$ cat config.mk
export PLATFORM = sky130hd
export DESIGN_NAME = pscl_top
export DESIGN_NICKNAME = d
export VERILOG_FILES = /design/src/pscl_pkg.sv /design/src/pscl_chan_if.sv /design/src/pscl_out_chan.sv /design/src/pscl_sync.sv /design/src/pscl_top.sv
export SDC_FILE = /design/constraint.sdc
export NUM_CORES = 2
export LEC_CHECK = 0
export ABC_AREA = 1
export ABC_CLOCK_PERIOD_IN_PS = 3000
export BUFFER_PORTS_ARGS = -buffer_cell sky130_fd_sc_hd__buf_2
export CORE_ASPECT_RATIO = 1.4
export CORE_MARGIN = 2
export CORE_UTILIZATION = 45
export CTS_BUF_LIST = sky130_fd_sc_hd__clkbuf_16
export DETAILED_ROUTE_END_ITERATION = 7
export HOLD_SLACK_MARGIN = 0.15
export RECOVER_POWER = 50
export SYNTH_ARGS = -nofsm -noshare
export SYNTH_HDL_FRONTEND = slang
export SYNTH_SLANG_ARGS = --single-unit
$ cat constraint.sdc
create_clock -name clk_in -period 3 [get_ports clk_in]
set_input_delay 0.15 -clock clk_in [delete_from_list [all_inputs] [get_ports clk_in]]
set_output_delay 0.15 -clock clk_in [all_outputs]
set_load 0.02 [all_outputs]
$ cat src/pscl_pkg.sv
// pscl_pkg: constants, field layout and types of the strap configuration loader
// assumes: one 25 MHz clock; every user includes it with import pscl_pkg::*
package pscl_pkg;

  // register file geometry
  localparam int        NUM_REGS = 124;
  localparam int        REG_AW   = 7;
  localparam logic [6:0] LAST_REG = 7'h7B;

  // timing: clock period and the derived cycle counts (least times round up)
  localparam int CLK_PERIOD_NS   = 40;
  localparam int STRAP_SETTLE_NS = 200;
  localparam int SYNC_PULSE_NS   = 160;
  localparam int SETTLE_CYC =
    (STRAP_SETTLE_NS + CLK_PERIOD_NS - 1) / CLK_PERIOD_NS;
  localparam int SYNC_CYC =
    (SYNC_PULSE_NS + CLK_PERIOD_NS - 1) / CLK_PERIOD_NS;

  // register offsets
  localparam logic [6:0] REG_PAGE_ID       = 7'h00;
  localparam logic [6:0] REG_DIV_BASE      = 7'h08;
  localparam logic [6:0] REG_FMT_BASE      = 7'h10;
  localparam logic [6:0] REG_STAT_MODE_BASE = 7'h18;
  localparam logic [6:0] REG_STAT_DIV_BASE = 7'h1A;

  // field positions
  localparam int FMT_LSB      = 0;
  localparam int MUTE_EN_BIT  = 2;
  localparam int MUTE_LVL_LSB = 3;
  localparam int STAT_CLK_BIT = 0;
  localparam int STAT_SLEW_BIT = 1;

  // register default values
  localparam logic [7:0] FMT_RST       = 8'h1D; // diff, mute on, level 3
  localparam logic [7:0] DIV_RST       = 8'h03; // divide by 4
  localparam logic [7:0] STAT_MODE_RST = 8'h00;
  localparam logic [7:0] OTHER_RST     = 8'h00;

  // mute level code that drives the documented rail/ground pattern
  localparam logic [1:0] MUTE_LVL_RAIL = 2'h3;

  // three-level pin codes from the pin comparator
  localparam logic [1:0] LVL_GND = 2'h0;
  localparam logic [1:0] LVL_MID = 2'h1;
  localparam logic [1:0] LVL_VDD = 2'h2;

  // slave address low bits
  localparam logic [1:0] ADDR_LSB_HARD = 2'h0;
  localparam logic [1:0] ADDR_LSB_GND  = 2'h0;
  localparam logic [1:0] ADDR_LSB_MID  = 2'h1;
  localparam logic [1:0] ADDR_LSB_VDD  = 2'h3;

  // page-select combination index (3 * upper pin + lower pin)
  localparam logic [3:0] COMBO_DEFAULT  = 4'h4;
  localparam logic [3:0] COMBO_FIRST_BAD = 4'h7;

  typedef enum logic [1:0] {FMT_OFF, FMT_DIFF, FMT_HCSL, FMT_CMOS} pscl_fmt_e;
  typedef enum logic [1:0] {SRC_ROM, SRC_EEPROM, SRC_DEFAULT} pscl_src_e;

  // combination index of two three-level codes
  function automatic logic [3:0] pscl_combo(input logic [1:0] hi,
                                            input logic [1:0] lo);
    pscl_combo = 4'(hi) * 4'h3 + 4'(lo);
  endfunction

  // hardware default of one register
  function automatic logic [7:0] pscl_reg_default(input logic [6:0] a);
    if (a >= REG_DIV_BASE && a < REG_FMT_BASE)
      pscl_reg_default = DIV_RST;
    else if (a >= REG_FMT_BASE && a < REG_STAT_MODE_BASE)
      pscl_reg_default = FMT_RST;
    else if (a >= REG_STAT_MODE_BASE && a < REG_STAT_DIV_BASE)
      pscl_reg_default = STAT_MODE_RST;
    else
      pscl_reg_default = OTHER_RST;
  endfunction

endpackage

$ cat src/pscl_chan_if.sv
// pscl_chan_if: configuration and pin levels of one output channel
// assumes: driven by the loader top, consumed by pscl_out_chan
`timescale 1ns/10ps
interface pscl_chan_if import pscl_pkg::*; ();
  logic [7:0] div;
  pscl_fmt_e  fmt;
  logic       mute_en;
  logic [1:0] mute_lvl;
  logic       sync;
  logic       run;
  logic       src_ok;
  logic       tick;
  logic       pos;
  logic       neg;
  logic       oe;
  modport ctrl (output div, fmt, mute_en, mute_lvl, sync, run, src_ok, tick,
                input pos, neg, oe);
  modport chan (input div, fmt, mute_en, mute_lvl, sync, run, src_ok, tick,
                output pos, neg, oe);
endinterface // pscl_chan_if

$ cat src/pscl_out_chan.sv
// pscl_out_chan: one output channel, divider, format and auto mute
// assumes: tick is a same-clock pulse per half period of the post divider
`timescale 1ns/10ps
module pscl_out_chan import pscl_pkg::*; (
  // clock and reset
  input  wire logic clk_in,
  input  wire logic sys_rst_in,
  // channel
  pscl_chan_if.chan ch
);
  logic [7:0] cnt_q;
  logic       ph_q;
  logic       pos_q, neg_q, oe_q;

  // mute decode and leg levels
  wire muted   = !ch.src_ok && ch.mute_en;
  wire is_diff = (ch.fmt == FMT_DIFF) || (ch.fmt == FMT_HCSL);
  wire rail    = (ch.mute_lvl == MUTE_LVL_RAIL);
  wire wrap    = ch.tick && (cnt_q == ch.div);
  wire pos_d   = muted ? (rail && is_diff) : ph_q;
  wire neg_d   = muted ? 1'b0 : (is_diff ? !ph_q : ph_q);
  wire live    = ch.run && (ch.fmt != FMT_OFF);

  // divider: phase toggles every div+1 ticks, cleared by sync
  always_ff @(posedge clk_in) begin
    if (sys_rst_in || ch.sync || !ch.run) begin
      cnt_q <= 8'h00;
      ph_q  <= 1'b0;
    end else if (ch.tick) begin
      cnt_q <= wrap ? 8'h00 : cnt_q + 8'h01;
      ph_q  <= wrap ? !ph_q : ph_q;
    end
  end

  // registered pin levels, off while not running or disabled
  always_ff @(posedge clk_in) begin
    if (sys_rst_in || !live) begin
      pos_q <= 1'b0;
      neg_q <= 1'b0;
      oe_q  <= 1'b0;
    end else begin
      pos_q <= pos_d;
      neg_q <= neg_d;
      oe_q  <= 1'b1;
    end
  end

  assign ch.pos = pos_q;
  assign ch.neg = neg_q;
  assign ch.oe  = oe_q;
endmodule // pscl_out_chan

$ cat src/pscl_sync.sv
// pscl_sync: two-flop synchroniser for a group of pin levels
// assumes: inputs are asynchronous pins, output is read by clk_in logic
`timescale 1ns/10ps
module pscl_sync #(
  parameter int W = 1
) (
  // clock and reset
  input  wire logic         clk_in,
  input  wire logic         sys_rst_in,
  // pin levels
  input  wire logic [W-1:0] pin_in,
  output logic      [W-1:0] sync_out
);
  logic [W-1:0] meta_q;

  // first flop feeds only the second
  always_ff @(posedge clk_in) begin
    if (sys_rst_in) begin
      meta_q   <= '0;
      sync_out <= '0;
    end else begin
      meta_q   <= pin_in;
      sync_out <= meta_q;
    end
  end
endmodule // pscl_sync

$ cat src/pscl_top.sv
// pscl_top: start-up configuration loader of a single-PLL clock generator
// assumes: strap pins asynchronous; page data, ticks and source-valid
// flags come from logic on clk_in; page data arrives one cycle after address
`timescale 1ns/10ps

// Function
// - mode high: six straps pick ROM page
// - hard mode: host interface on, address bits 00
// - hard mode: auto sync dividers at start
// - soft mode: two three-level pins pick page
// - both page pins floating: load hardware defaults
// - soft mode: strap 0 is active-low sync
// - soft mode: strap 1 sets address low bits
// - soft mode: margining enable and offset select
// - soft mode: straps latched at power-on reset
// - outputs disabled during reset and initialisation
// - host may rewrite any register once enabled
// - invalid source mutes per channel mute settings
// - muted differential: positive rail, negative ground; only at mute level 3, other levels drive both legs low
// - muted single-ended output forced low
// - eight-bit output divider, ratios 1 to 256
// - per channel output format or disabled
// - status pin is clock or indicator
// - each page holds readable eight-bit identifier
// - 124 eight-bit registers numbered from zero
module pscl_top import pscl_pkg::*; #(
  parameter int NUM_CH   = 8,
  parameter int NUM_STAT = 2
) (
  // clock and reset
  input  wire logic                clk_in,
  input  wire logic                sys_rst_in,
  // strap and control pins
  input  wire logic                config_source_select_pin_in,
  input  wire logic                power_down_pin_n_in,
  input  wire logic [5:0]          strap_bin_in,
  input  wire logic [1:0]          strap1_lvl_in,
  input  wire logic [1:0]          strap2_lvl_in,
  input  wire logic [1:0]          strap3_lvl_in,
  input  wire logic [2:0]          freq_offset_select_a_in,
  // page store read port
  output logic                     page_rd_en_out,
  output logic [1:0]               page_rd_src_out,
  output logic [5:0]               page_rd_page_out,
  output logic [6:0]               page_rd_addr_out,
  input  wire logic [7:0]          page_rd_data_in,
  // host register access
  input  wire logic                host_wr_en_in,
  input  wire logic                host_rd_en_in,
  input  wire logic [6:0]          host_addr_in,
  input  wire logic [7:0]          host_wr_data_in,
  output logic [7:0]               host_rd_data_out,
  output logic                     host_rd_valid_out,
  output logic                     host_if_enable_out,
  output logic [1:0]               i2c_addr_lsb_out,
  // configuration status
  output logic                     config_mode_hard_out,
  output logic                     config_invalid_out,
  output logic [7:0]               config_page_id_out,
  output logic                     freq_offset_select_a_enable_out,
  output logic [2:0]               freq_offset_select_a_offset_out,
  // clock sources
  input  wire logic                pll_tick_in,
  input  wire logic [NUM_CH-1:0]   source_ok_in,
  input  wire logic [NUM_STAT-1:0] status_ind_in,
  // output channels
  output logic [NUM_CH-1:0]        chan_pos_out,
  output logic [NUM_CH-1:0]        chan_neg_out,
  output logic [NUM_CH-1:0]        chan_oe_out,
  // status pins
  output logic [NUM_STAT-1:0]      stat_pin_out,
  output logic [NUM_STAT-1:0]      stat_slew_out
);

  typedef enum logic [2:0] {
    ST_RESET, ST_SETTLE, ST_LATCH, ST_LOAD, ST_SYNC, ST_RUN
  } pscl_state_e;

  localparam int SYNC_W = 17;

  // synchronised pins
  logic [SYNC_W-1:0] pins_s;
  pscl_sync #(.W(SYNC_W)) u_pin_sync (
    .clk_in     (clk_in),
    .sys_rst_in (sys_rst_in),
    .pin_in     ({config_source_select_pin_in, power_down_pin_n_in,
                  strap_bin_in, strap1_lvl_in, strap2_lvl_in,
                  strap3_lvl_in, freq_offset_select_a_in}),
    .sync_out   (pins_s)
  );

  wire       cfg_hard_s = pins_s[16];
  wire       pdn_n_s    = pins_s[15];
  wire [5:0] bin_s      = pins_s[14:9];
  wire [1:0] lvl1_s     = pins_s[8:7];
  wire [1:0] lvl2_s     = pins_s[6:5];
  wire [1:0] lvl3_s     = pins_s[4:3];
  wire [2:0] off_s      = pins_s[2:0];
  wire       sync_n_s   = bin_s[0];

  // state, timers and latched straps
  pscl_state_e st_q, st_d;
  logic [3:0]  tmr_q;
  logic        mode_hard_q;
  logic [5:0]  rom_page_q;
  logic [5:0]  page_q;
  pscl_src_e   src_q;
  logic        invalid_q;
  logic [1:0]  i2c_lsb_q;
  logic        run_q;

  // load pipeline and register file
  logic [6:0]  ld_addr_q;
  logic        ld_en_q;
  logic [6:0]  cap_addr_q;
  logic        cap_en_q;
  logic [7:0]  regs_q [NUM_REGS];

  // host read and live strap outputs
  logic [7:0]  rd_data_q;
  logic        rd_valid_q;
  logic        freq_offset_select_a_en_q;
  logic [2:0]  freq_offset_select_a_off_q;

  // page-select decode of the two three-level pins
  wire [3:0] combo_w    = pscl_combo(lvl3_s, lvl2_s);
  wire       combo_def  = (combo_w == COMBO_DEFAULT);
  wire       combo_bad  = (combo_w >= COMBO_FIRST_BAD);
  wire [5:0] combo_page = (combo_w < COMBO_DEFAULT) ? 6'(combo_w)
                                                    : 6'(combo_w - 4'h1);
  wire [1:0] lsb_soft_w = (lvl1_s == LVL_VDD) ? ADDR_LSB_VDD :
                          (lvl1_s == LVL_MID) ? ADDR_LSB_MID :
                                                ADDR_LSB_GND;

  // load and sequence decode
  wire load_done = cap_en_q && (cap_addr_q == LAST_REG);
  wire settled   = (tmr_q == 4'(SETTLE_CYC - 1));
  wire synced    = (tmr_q == 4'(SYNC_CYC - 1));
  wire [7:0] cap_data_w = (src_q == SRC_DEFAULT) ? pscl_reg_default(cap_addr_q)
                                                 : page_rd_data_in;
  wire host_ok   = run_q && (host_addr_in <= LAST_REG);

  // next-state decode; power-down pin restarts everything
  always_comb begin
    st_d = st_q;
    unique case (st_q)
      ST_RESET:  st_d = ST_SETTLE;
      ST_SETTLE: st_d = settled ? ST_LATCH : ST_SETTLE;
      ST_LATCH:  st_d = ST_LOAD;
      ST_LOAD:   st_d = load_done ? (mode_hard_q ? ST_SYNC : ST_RUN)
                                  : ST_LOAD;
      ST_SYNC:   st_d = synced ? ST_RUN : ST_SYNC;
      ST_RUN:    st_d = ST_RUN;
    endcase
    if (!pdn_n_s)
      st_d = ST_RESET;
  end

  // state and phase timer
  always_ff @(posedge clk_in) begin
    if (sys_rst_in) begin
      st_q  <= ST_RESET;
      tmr_q <= 4'h0;
      run_q <= 1'b0;
    end else begin
      st_q  <= st_d;
      tmr_q <= (st_d != st_q) ? 4'h0 : tmr_q + 4'h1;
      run_q <= (st_d == ST_RUN);
    end
  end

  // straps sampled once per restart, held afterwards
  always_ff @(posedge clk_in) begin
    if (sys_rst_in) begin
      mode_hard_q <= 1'b0;
      rom_page_q  <= 6'h00;
      page_q      <= 6'h00;
      src_q       <= SRC_DEFAULT;
      invalid_q   <= 1'b0;
      i2c_lsb_q   <= ADDR_LSB_HARD;
    end else if (st_q == ST_LATCH) begin
      mode_hard_q <= cfg_hard_s;
      rom_page_q  <= bin_s;
      page_q      <= cfg_hard_s ? bin_s : combo_page;
      src_q       <= cfg_hard_s ? SRC_ROM :
                     (combo_def || combo_bad) ? SRC_DEFAULT : SRC_EEPROM;
      invalid_q   <= !cfg_hard_s && combo_bad;
      i2c_lsb_q   <= cfg_hard_s ? ADDR_LSB_HARD : lsb_soft_w;
    end
  end

  // page read address walk and capture pipeline
  always_ff @(posedge clk_in) begin
    if (sys_rst_in || st_q != ST_LOAD) begin
      ld_addr_q  <= 7'h00;
      ld_en_q    <= (st_d == ST_LOAD) && !sys_rst_in;
      cap_addr_q <= 7'h00;
      cap_en_q   <= 1'b0;
    end else begin
      ld_en_q    <= ld_en_q && (ld_addr_q != LAST_REG);
      ld_addr_q  <= ld_en_q ? ld_addr_q + 7'h01 : ld_addr_q;
      cap_en_q   <= ld_en_q;
      cap_addr_q <= ld_addr_q;
    end
  end

  // register file: page load first, then host writes
  always_ff @(posedge clk_in) begin
    if (sys_rst_in) begin
      for (int i = 0; i < NUM_REGS; i++)
        regs_q[i] <= 8'h00;
    end else if (cap_en_q) begin
      regs_q[cap_addr_q] <= cap_data_w;
    end else if (host_wr_en_in && host_ok) begin
      regs_q[host_addr_in] <= host_wr_data_in;
    end
  end

  // host reads and live strap functions
  always_ff @(posedge clk_in) begin
    if (sys_rst_in) begin
      rd_data_q    <= 8'h00;
      rd_valid_q   <= 1'b0;
      freq_offset_select_a_en_q  <= 1'b0;
      freq_offset_select_a_off_q <= 3'h0;
    end else begin
      rd_valid_q   <= host_rd_en_in && run_q;
      rd_data_q    <= (host_rd_en_in && host_ok) ? regs_q[host_addr_in]
                                                 : 8'h00;
      freq_offset_select_a_en_q  <= run_q && !mode_hard_q && bin_s[4];
      freq_offset_select_a_off_q <= mode_hard_q ? 3'h0 : off_s;
    end
  end

  // output channels
  wire sync_w = mode_hard_q ? (st_q == ST_SYNC) : !sync_n_s;

  pscl_chan_if chif [NUM_CH] ();
  for (genvar g = 0; g < NUM_CH; g++) begin : g_chan
    wire [7:0] fmt_r = regs_q[REG_FMT_BASE + 7'(g)];
    assign chif[g].div      = regs_q[REG_DIV_BASE + 7'(g)];
    assign chif[g].fmt      = pscl_fmt_e'(fmt_r[FMT_LSB +: 2]);
    assign chif[g].mute_en  = fmt_r[MUTE_EN_BIT];
    assign chif[g].mute_lvl = fmt_r[MUTE_LVL_LSB +: 2];
    assign chif[g].sync     = sync_w;
    assign chif[g].run      = run_q;
    assign chif[g].src_ok   = source_ok_in[g];
    assign chif[g].tick     = pll_tick_in;
    assign chan_pos_out[g]  = chif[g].pos;
    assign chan_neg_out[g]  = chif[g].neg;
    assign chan_oe_out[g]   = chif[g].oe;
    pscl_out_chan u_chan (
      .clk_in     (clk_in),
      .sys_rst_in (sys_rst_in),
      .ch         (chif[g])
    );
  end

  // status pins: divided clock or indicator
  pscl_chan_if sif [NUM_STAT] ();
  logic [NUM_STAT-1:0] stat_q, slew_q;
  for (genvar s = 0; s < NUM_STAT; s++) begin : g_stat
    wire [7:0] mode_r = regs_q[REG_STAT_MODE_BASE + 7'(s)];
    wire       is_clk = mode_r[STAT_CLK_BIT];
    assign sif[s].div      = regs_q[REG_STAT_DIV_BASE + 7'(s)];
    assign sif[s].fmt      = is_clk ? FMT_CMOS : FMT_OFF;
    assign sif[s].mute_en  = 1'b0;
    assign sif[s].mute_lvl = MUTE_LVL_RAIL;
    assign sif[s].sync     = sync_w;
    assign sif[s].run      = run_q;
    assign sif[s].src_ok   = 1'b1;
    assign sif[s].tick     = pll_tick_in;
    pscl_out_chan u_stat (
      .clk_in     (clk_in),
      .sys_rst_in (sys_rst_in),
      .ch         (sif[s])
    );
    always_ff @(posedge clk_in) begin
      if (sys_rst_in || !run_q) begin
        stat_q[s] <= 1'b0;
        slew_q[s] <= 1'b0;
      end else begin
        stat_q[s] <= is_clk ? sif[s].pos : status_ind_in[s];
        slew_q[s] <= mode_r[STAT_SLEW_BIT];
      end
    end
  end

  // outputs from flops
  assign page_rd_en_out       = ld_en_q;
  assign page_rd_src_out      = src_q;
  assign page_rd_page_out     = page_q;
  assign page_rd_addr_out     = ld_addr_q;
  assign host_rd_data_out     = rd_data_q;
  assign host_rd_valid_out    = rd_valid_q;
  assign host_if_enable_out   = run_q;
  assign i2c_addr_lsb_out     = i2c_lsb_q;
  assign config_mode_hard_out = mode_hard_q;
  assign config_invalid_out   = invalid_q;
  assign config_page_id_out   = regs_q[REG_PAGE_ID];
  assign freq_offset_select_a_enable_out    = freq_offset_select_a_en_q;
  assign freq_offset_select_a_offset_out    = freq_offset_select_a_off_q;
  assign stat_pin_out         = stat_q;
  assign stat_slew_out        = slew_q;
endmodule // pscl_top
==> impl_results.md <==
* Most frequent cells in the layout: nand2_1 (1584), nor2_1 (1216), edfxtp_1 (1024)
* First-pass GRT wire length at 250000 µm
* Switching pwr at 8.36 mW
* Most common cell after layout, fill and taps aside: nand2_1
* Total negative slack at 0 ns
* Slowest cell on the critical path: dlygate4sd3_1
* Wirelength per Cell at 20.6 µm
* Setup Skew at 0.0350 ns
* Starting DRT DRC Count at 3597
* Worst hold path endpoint: stat_pin_out[0]$_SDFF_PP0_
* Tcrit/Tclk final at 0.955
* Sequential share of power at 0.524
* Switch share at 0.231
* Element type at the critical path start: flip-flop
* Final WS setup at 0.134 ns
* Pwr dens at 570 nW/µm²
* Sequential area share after synthesis at 0.627
* Final HPWL DP at 107000 µm
* Worst setup EP type: flip-flop
* Total CTS buffers at 117
* Fin nets at 6372
* Max Fanout on Critical Path at 2
* Clock latency on the worst-skew pair at 0.76 ns
* Total Power at 36.3 mW
* CTS sink count at 1227
* Synth Register Bits at 1227
* Reg2reg end: host_rd_data_out[4]$_SDFF_PP0_
* Place WS at 0.128 ns
* CTS Root Cell: clkbuf_16
* Worst r2r src: regs_q[19][4]$_SDFFCE_PN0P_
* Hold Startpoint: status_ind_in[0]
* Port buffer count at 124
* Die H at 419 µm
* Largest stage delay on the critical path at 0.55 ns
* # IOs at 125
* Final std cells w/o fill at 8009
* ANT nets after route at 0
* Final Wtd Congestion at 0.891
* Synth Warn # at 0
* Total track usage at 0.261
* Hold Crit Depth at 4
* H-Tree Level Count at 3
* Share of layout cells above drive strength 1 at 0.0773
* Fin. max-slew vios at 0
* Worst slew pin tran at 1.07 ns
* Max cap viols at 0
* WP data arrival at 3.51 ns
* Clock power frac at 0.413
* Grt total ovfl at 0
* Clock transition at path regs at 0.07 ns
* Number of enable flip-flop cells after synthesis at 1024
* Critical path class: flip-flop to flip-flop
* Die Span X at 301 µm
* Internal at 27.9 mW
* Core area at 122000 µm²
* Primary FF master, synth: edfxtp_1
* Syn_area_per_cell at 9.19 µm²
* Critical path required time at 3.65 ns
* Dpl cells at 7699
* Vias in the first global route at 42.4k
* Post-Syn Nets at 6121
* Relative slew slack at 0.283
* Gate power share at 0.063
* Leak at 23.1 nW
* Via count at 43.1k
* # rows at 152
* Period minus WS final at 2.87 ns
* Mapped Cells at 6037
* # diodes at 0
* FFs w/ async S/R, synth at 0
* Worst hold path class: primary input to flip-flop
* Post-synthesis cell type count at 40
* Final Hold Viols at 0
* Post-synthesis cell area at 55500 µm²
* Max VDD drop at 0.000498 V
* Fmax at 349 MHz
* Largest net degree at the start of global routing at 136
* P&R area growth vs syn at 14.7%
* Outcome: finished clean
* Setup violators final at 0
* Initial DRT Pass Iterations at 5
* CTS tree: built
* DRT Wirelength at 165000 µm
* Reg2reg path depth at 12
* Initial antenna violation count at 0
* Initial Utilization at 0.453
* RSZ-0062 raised after global routing: no
* R2r setup slk at 0.13 ns
* Residual DRC at 0
* CTS Buffer Depth at 3
* Crit-path cells: nand2_1 -> nand3_1 -> nand3_1 -> nand3_1 -> nand2_1 -> nand2_1 -> nand3_1 -> nand2_1 -> nor2_1 -> dlygate4sd3_1 -> nor2_1 -> dlygate4sd3_1
* # fillers at 11.4k
* Vias per Instance at 5.38
* Die ar. at 126000 µm²
* Setup Buffers After CTS at 0
==> registers in the layout, summed over array words and instances, names as in the netlist, 7 cells and up <==
signal,count
cap_addr_q,7
g_chan.u_chan.ch.neg,8
g_chan.u_chan.ch.oe,8
g_chan.u_chan.ch.pos,8
g_chan.u_chan.cnt_q,64
g_chan.u_chan.ph_q,8
g_stat.u_stat.cnt_q,16
host_rd_data_out,8
page_rd_addr_out,7
regs_q,1024
u_pin_sync.meta_q,17
u_pin_sync.sync_out,17
==> area by class of cell <==
class | count | area [µm²] | share of cell area
Tap cell | 1617 | 2020 | 0.0318
Multi-Input combinational cell | 4187 | 18200 | 0.287
Clock inverter | 101 | 818 | 0.0129
Inverter | 225 | 903 | 0.0142
Sequential cell | 1227 | 34800 | 0.547
Timing Repair Buffer | 530 | 3780 | 0.0595
Clock buffer | 122 | 3050 | 0.0480
==> per-stage QoR <==
| stage | util | hold slack (ns) | cell area, µm² |
|---|---|---|---|
| 2_1_floorplan | - | 0.257 | 55500 |
| 3_3_place_gp | 0.486 | 0.352 | 59600 |
| 3_5_place_dp | 0.486 | 0.358 | 59600 |
| 4_1_cts | 0.525 | 0.166 | 64300 |
| 5_1_grt | 0.520 | 0.218 | 63600 |
| 6_report | 0.520 | 0.212 | 63600 |
==> synth_stat cells, types with 16 or more instances <==
master,n,area [µm²]
a21oi_1,59,295
nand3_1,976,4880
clkbuf_1,301,1130
inv_1,201,754
buf_4,25,188
nor2_1,1213,4550
inv_2,21,78.8
buf_1,56,210
xor2_1,57,499
nand2_1,1589,5960
xnor2_1,19,166
edfxtp_1,1024,30700
dfxtp_1,203,4060
buf_2,16,80.1
o21ai_0,60,300
ha_1,27,338
o22ai_1,16,100
nor4_1,17,106
nor3_1,40,200
nand4_1,36,225
==> worst max path at each step <==
stage,from,end,slack (ns),cells past startpoint
6_report,regs_q[19][4]$_SDFFCE_PN0P_,host_rd_data_out[4]$_SDFF_PP0_,0.13,12
5_1_grt,sys_rst_in,regs_q[52][1]$_SDFFCE_PN0P_,0.01,16
4_1_cts,cap_addr_q[6]$_SDFF_PN0_,regs_q[8][0]$_SDFFCE_PN0P_,0.08,10
3_5_place_dp,host_addr_in[3],regs_q[10][1]$_SDFFCE_PN0P_,0.13,13
3_3_place_gp,sys_rst_in,regs_q[10][6]$_SDFFCE_PN0P_,0.14,13
2_1_floorplan,host_if_enable_out$_SDFF_PP0_,regs_q[127][0]$_DFFE_PP_,0.31,11
==> worst max-delay path, delay by kind of cell (launching register included) <==
kind | cells | cell delay [ns]
DFF | 1 | 0.39
and+or+nand+nor | 10 | 1.29
buffers and inverters | 2 | 1.10
==> routing by layer <==
metal	share of wire	up-vias	routed length [µm]	global-route usage
li1	-	20615	-	-
met4	0.054	0	8920	0.138
met1	0.38	20632	62000	0.307
met5	0	-	0	0
met2	0.51	1485	83300	0.462
met3	0.063	368	10400	0.0351
==> power groups by stage <==
stage               Combinational (mW)  Clock, mW  Sequential [mW]
floorplan                         1.37          0             19.3
global placement                  2.18          0             19.4
detailed placement                2.20          0             19.4
CTS                               2.28       15.2             19.0
global route                      2.48       15.8             19.0
finish                            2.28       15.0             19.0
==> what timing repair did <==
action | CTS | global route
resized for setup | 0 | 11
hold buffers | 87 | 0
hold endpoints to repair | 144 | 0
setup endpoints to repair | 0 | 197
==> cell families (layout without fill, tap and decap cells) <==
group / Yosys count / in the layout / synth area share
flops: 1227 / 1227 / 0.627
buf+inv: 623 / 978 / 0.0442
simple gates: 3909 / 3909 / 0.292
xor+xnor: 76 / 76 / 0.0120
fa+ha+maj: 29 / 29 / 0.00681
compound gates: 173 / 173 / 0.0176
(Power assumes the default switching activity.)
